$ cat config.mk
export PLATFORM = sky130hd
export DESIGN_NAME = ptc_timer_ctrl
export DESIGN_NICKNAME = d
export VERILOG_FILES = /design/src/rtl/ptc_pkg.sv /design/src/rtl/ptc_timer_ctrl.sv
export SDC_FILE = /design/constraint.sdc
export NUM_CORES = 1
export LEC_CHECK = 0
export BUFFER_PORTS_ARGS = -buffer_cell sky130_fd_sc_hd__buf_4
export CAP_MARGIN = 20
export CORE_AREA = 2 2 115 117
export CTS_BUF_LIST = sky130_fd_sc_hd__clkbuf_8
export CTS_CLUSTER_DIAMETER = 100
export DETAILED_ROUTE_END_ITERATION = 10
export DIE_AREA = 0 0 117 119
export GPL_ROUTABILITY_DRIVEN = 0
export GPL_TIMING_DRIVEN = 0
export PLACE_DENSITY = 0.78
export SLEW_MARGIN = 0
export SYNTH_ARGS = -nofsm -noshare
export SYNTH_HDL_FRONTEND = slang
export SYNTH_SLANG_ARGS = --single-unit
$ cat constraint.sdc
create_clock -name core_clk -period 10.3 [get_ports core_clk]
set_clock_uncertainty 0.1 [all_clocks]
set_input_delay 2.06 -clock core_clk [delete_from_list [all_inputs] [get_ports core_clk]]
set_output_delay 2.06 -clock core_clk [all_outputs]
set_load 0.005 [all_outputs]
$ cat src/rtl/ptc_pkg.sv
package ptc_pkg;

  // register word indices; byte address is four times the index
  localparam logic [2:0] IDX_CLK_CTL = 3'h0;
  localparam logic [2:0] IDX_CNT_CTL = 3'h1;
  localparam logic [2:0] IDX_MAX_VAL = 3'h2;
  localparam logic [2:0] IDX_CNT_VAL = 3'h3;
  localparam logic [2:0] IDX_CNT_STS = 3'h4;

  // channel_clock_control fields
  localparam int CLK_SRC_LSB = 0;
  localparam int CLK_DIV_LSB = 4;
  localparam int CLK_DBG_BIT = 8;

  // counter_control fields
  localparam int CTL_EN_BIT = 0;
  localparam int CTL_PRESET_BIT = 1;
  localparam int CTL_RUN_BIT = 2;
  localparam int CTL_ONESHOT_BIT = 3;
  localparam int CTL_MODE_LSB = 4;
  localparam int CTL_MAX_LOAD_BUSY_BIT = 8;

  // counter_status fields
  localparam int STS_BSY_BIT = 0;
  localparam int STS_DIR_BIT = 1;
  localparam int STS_CAP_LSB = 2;

  // reset values
  localparam logic [15:0] MAX_RST = 16'hffff;
  localparam logic [15:0] CNT_RST = 16'h0000;
  localparam logic [15:0] CNT_ZERO = 16'h0000;

  // clock source codes and divider limits
  localparam logic [2:0] SRC_LOW_SPEED = 3'h1;
  localparam logic [2:0] SRC_EXT_OSC = 3'h3;
  localparam logic [3:0] LOW_SPEED_DIV_MAX = 4'h8;
  localparam int PRE_W = 15;

  typedef enum logic [1:0] {
    PTC_UP = 2'h0,
    PTC_DOWN = 2'h1,
    PTC_UPDN = 2'h2,
    PTC_RSVD = 2'h3
  } ptc_mode_t;

  typedef struct packed {
    logic dbgRun;
    logic [3:0] div;
    logic [2:0] src;
  } ptc_clkctl_t;

  typedef struct packed {
    ptc_mode_t mode;
    logic oneShot;
    logic enable;
  } ptc_cntctl_t;

  localparam ptc_clkctl_t CLKCTL_RST = '{1'b0, 4'h0, 3'h0};
  localparam ptc_cntctl_t CNTCTL_RST = '{PTC_UP, 1'b0, 1'b0};

endpackage : ptc_pkg

$ cat src/rtl/ptc_timer_ctrl.sv
// Chosen here: the Avalon-MM register port and the register addresses.
`timescale 1ns/100ps
// Function
// RULE_01 - debug_run_enable 1 keeps channel clock in debug; 0 withholds it.
// RULE_02 - divide 1/1..1/32768; low-speed only to code 8; external undivided
// RULE_03 - source codes: four oscillators, two external inputs, two inverted
// RULE_04 - sources absent in this build can never be selected; reset loads source code 0 even if it is absent.
// RULE_05 - max_load_busy is 1 while MAX value loads, 0 when writable.
// RULE_06 - software must not write MAX value while max_load_busy is 1.
// RULE_07 - direction mode: 0 up, 1 down, 2 up/down, 3 reserved.
// RULE_08 - one_shot_select 1 runs a single cycle, 0 repeats.
// RULE_09 - writing run 1 starts counting; run reads 1 while counting.
// RULE_10 - writing run 0 while running stops counting.
// RULE_11 - one-shot stop on MAX or zero event clears run by itself.
// RULE_12 - preset in up or up/down clears counter; writing 0 does nothing.
// RULE_13 - preset in down mode loads counter with MAX value.
// RULE_14 - preset reads 1 while counter reset in progress, else 0.
// RULE_15 - preset and run writes honoured only with channel_enable 1.
// RULE_16 - channel_enable 1 supplies operating clock; 0 stops it.
// RULE_17 - 16-bit MAX register resets to all ones, sets limit and preset.
// RULE_18 - software leaves MAX value alone while counting in one-shot.
// RULE_19 - software enables before MAX write, holds enable until busy clears.
// RULE_20 - software never programs a MAX value of zero.
// RULE_21 - read-only live counter value register resets to zero.
// RULE_22 - status bits 2..7 follow capture inputs 0..5.
// RULE_23 - capture level bit high reads 1; absent inputs read 0.
// RULE_24 - direction status 1 while counting up, 0 while counting down.
// RULE_25 - counter_busy_status is 1 while operating, 0 when idle.
module ptc_timer_ctrl
  import ptc_pkg::*;
#(
  parameter logic [5:0] SRC_PRESENT = 6'h3f,
  parameter logic [5:0] CAP_PRESENT = 6'h3f
) (
  input logic core_clk, // system clock, 100 MHz
  input logic rst_n, // async reset, active low
  input logic [2:0] avs_address, // word index
  input logic avs_read, // read request
  input logic avs_write, // write request
  input logic [31:0] avs_writedata, // write data
  output logic [31:0] avs_readdata, // read data
  output logic avs_waitrequest, // stall, low on answer cycle
  input logic debugMode, // system is in debug mode
  input logic internalFastOscTick, // internal_fast_oscillator tick
  input logic lowSpeedOscTick, // low_speed_oscillator tick
  input logic highSpeedOscTick, // high_speed_oscillator tick
  input logic externalOscTick, // external_oscillator_input tick
  input logic extClockInputA, // external_clock_input_a level
  input logic extClockInputB, // external_clock_input_b level
  input logic [5:0] captureInputPin, // capture input levels
  output logic [15:0] countValue, // live counter
  output logic maxEventPulse, // counter reached MAX
  output logic zeroEventPulse // counter reached zero
);

  ptc_clkctl_t clkCtl_ff;
  ptc_cntctl_t cntCtl_ff;
  logic run_ff;
  logic presetBusy_ff;
  logic maxBusy_ff;
  logic [15:0] maxReg_ff;
  logic [15:0] maxBuf_ff;
  logic [15:0] count_ff;
  logic dirUp_ff;
  logic [5:0] capLvl_ff;
  logic extAPrev_ff;
  logic extBPrev_ff;
  logic [PRE_W-1:0] pre_ff;

  logic srcTick;
  logic chanClkOn;
  logic opTick;
  logic runTick;
  logic oneShotStop;
  logic atMax;
  logic atZero;
  logic dirStatus;
  logic busyStatus;
  logic [PRE_W-1:0] mask;
  logic [15:0] regRead;
  logic wrAccept;
  logic clkWr;
  logic ctlWr;
  logic maxWr;
  logic wrEnable;
  ptc_clkctl_t nxt_clkCtl;

  function automatic logic [PRE_W-1:0] divMask(input logic [2:0] src,
                                               input logic [3:0] div);
    logic [3:0] shift;
    shift = div;
    if (src >= SRC_EXT_OSC)
      shift = 4'h0;
    else if (src == SRC_LOW_SPEED && div > LOW_SPEED_DIV_MAX)
      shift = 4'h0;
    divMask = PRE_W'((16'h0001 << shift) - 16'h0001);
  endfunction : divMask

  function automatic logic srcPresent(input logic [2:0] src);
    logic [2:0] idx;
    idx = (src >= 3'h6) ? (src - 3'h2) : src;
    srcPresent = SRC_PRESENT[idx];
  endfunction : srcPresent

  // bus slave: one wait cycle, answer on the cycle waitrequest is low
  assign wrAccept = avs_write && !avs_waitrequest;
  assign clkWr = wrAccept && avs_address == IDX_CLK_CTL;
  assign ctlWr = wrAccept && avs_address == IDX_CNT_CTL;
  assign maxWr = wrAccept && avs_address == IDX_MAX_VAL;
  assign wrEnable = avs_writedata[CTL_EN_BIT];

  always_ff @(posedge core_clk or negedge rst_n) begin
    if (!rst_n) begin
      avs_waitrequest <= 1'b1;
      avs_readdata <= 32'h0000_0000;
    end else if ((avs_read || avs_write) && avs_waitrequest) begin
      avs_waitrequest <= 1'b0;
      avs_readdata <= {16'h0000, avs_read ? regRead : 16'h0000};
    end else begin
      avs_waitrequest <= 1'b1;
    end
  end

  assign busyStatus = run_ff || presetBusy_ff || maxBusy_ff; // see RULE_25

  always_comb begin
    dirStatus = 1'b1;
    case (cntCtl_ff.mode)
      PTC_DOWN: dirStatus = 1'b0; // see RULE_24
      PTC_UPDN: dirStatus = dirUp_ff; // see RULE_24
      default: dirStatus = 1'b1;
    endcase
  end

  always_comb begin
    regRead = 16'h0000;
    case (avs_address)
      IDX_CLK_CTL: regRead = {7'h00, clkCtl_ff.dbgRun, clkCtl_ff.div,
                              1'b0, clkCtl_ff.src};
      IDX_CNT_CTL: regRead = {7'h00, maxBusy_ff, 2'h0, cntCtl_ff.mode,
                              cntCtl_ff.oneShot, run_ff, presetBusy_ff,
                              cntCtl_ff.enable}; // see RULE_05 RULE_09 RULE_14
      IDX_MAX_VAL: regRead = maxReg_ff;
      IDX_CNT_VAL: regRead = count_ff; // see RULE_21
      IDX_CNT_STS: regRead = {8'h00, capLvl_ff, dirStatus, busyStatus};
      default: regRead = 16'h0000;
    endcase
  end

  // a source missing from this build leaves the old selection in place
  always_comb begin
    nxt_clkCtl.dbgRun = avs_writedata[CLK_DBG_BIT];
    nxt_clkCtl.div = avs_writedata[CLK_DIV_LSB +: 4];
    nxt_clkCtl.src = avs_writedata[CLK_SRC_LSB +: 3];
    if (!srcPresent(avs_writedata[CLK_SRC_LSB +: 3]))
      nxt_clkCtl.src = clkCtl_ff.src; // see RULE_04
  end

  always_ff @(posedge core_clk or negedge rst_n) begin
    if (!rst_n)
      clkCtl_ff <= CLKCTL_RST;
    else if (clkWr)
      clkCtl_ff <= nxt_clkCtl;
  end

  always_ff @(posedge core_clk or negedge rst_n) begin
    if (!rst_n) begin
      cntCtl_ff <= CNTCTL_RST;
    end else if (ctlWr) begin
      cntCtl_ff.enable <= wrEnable;
      cntCtl_ff.oneShot <= avs_writedata[CTL_ONESHOT_BIT]; // see RULE_08
      cntCtl_ff.mode <= ptc_mode_t'(avs_writedata[CTL_MODE_LSB +: 2]);
    end
  end

  // source selection and edge detection of the external inputs
  always_ff @(posedge core_clk or negedge rst_n) begin
    if (!rst_n) begin
      extAPrev_ff <= 1'b0;
      extBPrev_ff <= 1'b0;
    end else begin
      extAPrev_ff <= extClockInputA;
      extBPrev_ff <= extClockInputB;
    end
  end

  always_comb begin
    srcTick = 1'b0;
    case (clkCtl_ff.src) // see RULE_03
      3'h0: srcTick = internalFastOscTick;
      3'h1: srcTick = lowSpeedOscTick;
      3'h2: srcTick = highSpeedOscTick;
      3'h3: srcTick = externalOscTick;
      3'h4: srcTick = extClockInputA && !extAPrev_ff;
      3'h5: srcTick = extClockInputB && !extBPrev_ff;
      3'h6: srcTick = !extClockInputA && extAPrev_ff;
      3'h7: srcTick = !extClockInputB && extBPrev_ff;
      default: srcTick = 1'b0;
    endcase
  end

  assign chanClkOn = cntCtl_ff.enable // see RULE_16
                     && (!debugMode || clkCtl_ff.dbgRun); // see RULE_01
  assign mask = divMask(clkCtl_ff.src, clkCtl_ff.div); // see RULE_02
  assign opTick = srcTick && chanClkOn && ((pre_ff & mask) == mask);

  // prescaler restarts whenever the clock setup is rewritten
  always_ff @(posedge core_clk or negedge rst_n) begin
    if (!rst_n)
      pre_ff <= '0;
    else if (clkWr)
      pre_ff <= '0;
    else if (srcTick && chanClkOn)
      pre_ff <= pre_ff + PRE_W'(1); // see RULE_02
  end

  // MAX value: written word is held, then moved into use on the next operating clock tick
  always_ff @(posedge core_clk or negedge rst_n) begin
    if (!rst_n)
      maxReg_ff <= MAX_RST; // see RULE_17
    else if (maxWr)
      maxReg_ff <= avs_writedata[15:0];
  end

  always_ff @(posedge core_clk or negedge rst_n) begin
    if (!rst_n) begin
      maxBuf_ff <= MAX_RST; // see RULE_17
      maxBusy_ff <= 1'b0;
    end else if (maxWr) begin
      maxBusy_ff <= 1'b1; // see RULE_05
    end else if (maxBusy_ff && opTick) begin
      maxBuf_ff <= maxReg_ff;
      maxBusy_ff <= 1'b0; // see RULE_05
    end
  end

  // preset request waits for the next operating clock tick
  always_ff @(posedge core_clk or negedge rst_n) begin
    if (!rst_n)
      presetBusy_ff <= 1'b0;
    else if (ctlWr && wrEnable && avs_writedata[CTL_PRESET_BIT])
      presetBusy_ff <= 1'b1; // see RULE_14 RULE_15
    else if (opTick)
      presetBusy_ff <= 1'b0; // see RULE_14
  end

  assign atMax = count_ff >= maxBuf_ff;
  assign atZero = count_ff == CNT_ZERO;
  assign runTick = opTick && run_ff && !presetBusy_ff;

  always_comb begin
    oneShotStop = 1'b0;
    if (runTick && cntCtl_ff.oneShot) begin
      case (cntCtl_ff.mode) // see RULE_11
        PTC_UP: oneShotStop = atMax;
        PTC_DOWN: oneShotStop = atZero;
        PTC_UPDN: oneShotStop = !dirUp_ff && atZero;
        default: oneShotStop = 1'b0;
      endcase
    end
  end

  // a software write with channel_enable 1 in the same cycle wins over the one-shot clear
  always_ff @(posedge core_clk or negedge rst_n) begin
    if (!rst_n)
      run_ff <= 1'b0;
    else if (ctlWr && wrEnable)
      run_ff <= avs_writedata[CTL_RUN_BIT]; // see RULE_09 RULE_10 RULE_15
    else if (oneShotStop)
      run_ff <= 1'b0; // see RULE_11
  end

  always_ff @(posedge core_clk or negedge rst_n) begin
    if (!rst_n) begin
      count_ff <= CNT_RST; // see RULE_21
      dirUp_ff <= 1'b1;
      maxEventPulse <= 1'b0;
      zeroEventPulse <= 1'b0;
    end else begin
      maxEventPulse <= 1'b0;
      zeroEventPulse <= 1'b0;
      if (opTick && presetBusy_ff) begin
        dirUp_ff <= 1'b1;
        if (cntCtl_ff.mode == PTC_DOWN)
          count_ff <= maxBuf_ff; // see RULE_13
        else
          count_ff <= CNT_ZERO; // see RULE_12
      end else if (runTick) begin
        case (cntCtl_ff.mode) // see RULE_07
          PTC_UP: begin
            if (atMax) begin
              maxEventPulse <= 1'b1;
              if (!cntCtl_ff.oneShot)
                count_ff <= CNT_ZERO; // see RULE_08
            end else begin
              count_ff <= count_ff + 16'h0001;
            end
          end
          PTC_DOWN: begin
            if (atZero) begin
              zeroEventPulse <= 1'b1;
              if (!cntCtl_ff.oneShot)
                count_ff <= maxBuf_ff; // see RULE_08
            end else begin
              count_ff <= count_ff - 16'h0001;
            end
          end
          PTC_UPDN: begin
            if (dirUp_ff) begin
              if (atMax) begin
                maxEventPulse <= 1'b1;
                dirUp_ff <= 1'b0;
                count_ff <= count_ff - 16'h0001;
              end else begin
                count_ff <= count_ff + 16'h0001;
              end
            end else if (atZero) begin
              zeroEventPulse <= 1'b1;
              if (!cntCtl_ff.oneShot) begin
                dirUp_ff <= 1'b1;
                count_ff <= count_ff + 16'h0001;
              end
            end else begin
              count_ff <= count_ff - 16'h0001;
            end
          end
          default: count_ff <= count_ff;
        endcase
      end
    end
  end

  assign countValue = count_ff;

  always_ff @(posedge core_clk or negedge rst_n) begin
    if (!rst_n)
      capLvl_ff <= 6'h00;
    else
      capLvl_ff <= captureInputPin & CAP_PRESENT; // see RULE_22 RULE_23
  end
endmodule : ptc_timer_ctrl

==> out/qor.txt <==
CTS H-tree lvls = 3
die area = 13900 um2
core area = 12900 um2
status = finished, final reports clean
CTS tree = done
# setup viols final = 0
crit path launch type = input port
Avg Inst Size Synth = 9.28 um2
top-area cell type share of the netlist area = 25.9%
RSZ-0062 raised after global routing = false
area of the mapped netlist = 6960 um2
post-CTS setup buffers = 0
Total Power = 1.73 mW
Ant. Diodes = 0
port bufs = 68
top post-synthesis cells by count = nor2_1 (76), dfrtp_1 (72), nand2_1 (58)
count leader, synth = nor2_1
MaxCap Viol Count = 0
root buffer cell = clkbuf_8
Peak Freq = 229 MHz
largest net degree at the start of global routing = 69
Power Density = 215 nW/um2
HPWL Detailed = 14.1 mm
setup_tns = 0 ps
GRT Util Overall = 27.4%
Peak supply drop = 0.138 mV
Syn-to-layout area delta = 15.3%
post-synthesis register bit count = 106
Syn Inst Count = 750
ys flop type = dfrtp_1
CP Capture Type = flip-flop
grt total ovfl = 0
crit share post-route = 42.4%
Slew @ Worst Pin = 991 ps
Post-CTS Resized = 0
Slew Limit Fails = 0
Slowest Stage Delay on Critical Path = 500 ps
global-route wire length before repair = 29.3 mm
initial antenna violation count = 0
final net count = 924
Vias = 6190
Synth area leader = dfrtp_1
Die Y = 119 um
vias per inst = 6.02
Sink Count = 106
DR iter-0 viols = 564
1st-pass router iterations = 5
die width = 117 um
main area contributors after synthesis = dfrtp_1 (26%), dfstp_2 (13%), mux2_2 (7.1%)
Final ANT Viol Nets = 0
Largest delay share family, worst path = simple AND/OR/NAND/NOR gates
CP max FO = 4
Buf+Inv Stages, Crit Path = 1
Leak = 3.48 nW
Critical Path RT = 10500 ps
Yosys warning total = 0
min cycle time layout = 4370 ps
WS Path Type = in2reg
per-cell routed wire length = 18.2 um
total CTS buffers = 9
CTS max path bufs = 2
Clock Pin Slew Worst Setup and Hold Paths = 100 ps
Critical Path, Cell by Cell = buf_4, o311ai_1, a31oi_1, nor2_1, nor4b_2, nand2_1, nor3_1, a21oi_1, mux2_2
CP max-delay cell = nor4b_2
vias in the first global route = 5692
Final Hold Viols = 0
final hold slack = 390 ps
hold buffer count at cts = 0
worst skew pair latency = 420 ps
CP arrival = 4570 ps
Seq/Total Area, Yosys = 38.7%
Starting Density = 54.1%
ys async rst share = 100%
Post-synth EDFFs = 0
WL final = 18.8 mm
Hold Path Class = reg2reg
Slew headroom = 33.4%
DRC Markers = 0
Site Rows = 42
Netlist cell types = 81
# IOs = 103
share of post-route cells with drive strength above 1 = 24.4%
==> routing by layer <==
metal | part of all wire (%) | wire length, um | track usage [%]
met4 | 3.2 | 597 | 10.4
met1 | 41 | 7720 | 35.4
met2 | 49 | 9130 | 45.1
met5 | 0 | 0 | 0
met3 | 7.0 | 1310 | 5.60
==> cells in the final DEF (no fill, tap or decap), types with 18 or more instances in the layout <==
cell,n
a21oi_1,40
buf_4,85
clkbuf_1,34
dfrtp_1,72
dfstp_2,34
ha_1,25
inv_1,35
mux2_2,44
nand2_1,58
nand3_1,19
nor2_1,76
o21ai_0,40
xnor2_1,18
==> stage by stage <==
stage                     util, %  instances  cell area, um2  worst slack, ps
after floorplan                 -        765            7020             6000
after global placement       60.2       1009            7750             5290
after detailed placement     60.5       1011            7790             5550
after CTS                    62.3       1027            8020             5990
after global routing         62.3       1028            8020             5760
final                        62.3       1028            8020             5930
==> flip-flops by register name, summed over array words and instances (netlist names) <==
signal	count
clkCtl_ff	8
maxEventPulse	1
capLvl_ff	6
avs_waitrequest	1
maxBuf_ff	16
run_ff	1
maxBusy_ff	1
countValue	16
maxReg_ff	16
presetBusy_ff	1
avs_readdata	16
dirUp_ff	1
zeroEventPulse	1
pre_ff	15
extAPrev_ff	1
extBPrev_ff	1
cntCtl_ff	4
==> where the power goes <==
group / switching [mW] / internal [mW]
sequential: 0.0960 / 0.520
combinational: 0.478 / 0.327
clock: 0.164 / 0.142
==> area by class of cell <==
cell class / count / area (um2)
fillers: 1137 / 4850
multi-input cells: 563 / 3880
flip-flops and latches: 106 / 2700
repair buffers: 71 / 548
plain buffers: 60 / 315
well taps: 176 / 220
inverters: 36 / 135
clock buffers: 9 / 124
clock inverters: 7 / 108
==> cell families (layout without fill, tap and decap cells) <==
logic type / after synthesis / in the layout / synth area share [%]
DFF: 106 / 106 / 38.7
xor gates and xnor gates: 31 / 31 / 3.90
muxes: 62 / 62 / 10.1
and+or+nand+nor: 242 / 242 / 17.8
adders and majority gates: 25 / 25 / 4.49
buffers and inverters: 96 / 183 / 6.47
other: 1 / 16 / 0.0539
AOI/OAI and AO/OA: 187 / 187 / 18.5
==> worst paths after layout <==
kind                                       start          endpoint  slack [ps]  depth (start not counted)
worst min register to register  avs_readdata[10]  avs_readdata[10]         390                          2
max in group asynchronous                  rst_n      maxBuf_ff[8]        7850                          2
worst min-delay path            avs_readdata[10]  avs_readdata[10]         390                          2
worst max register to register      clkCtl_ff[0]            run_ff        6280                         13
min in group asynchronous                  rst_n    countValue[10]        1490                          1
worst max-delay path              extClockInputA            run_ff        5930                          9
==> tightest hold or removal path: stages (launching register included) <==
cell and delay (ps):
dfrtp_1 360, nand2_1 50, o21ai_0 60
Note: power is estimated with default switching activity, not from simulation.
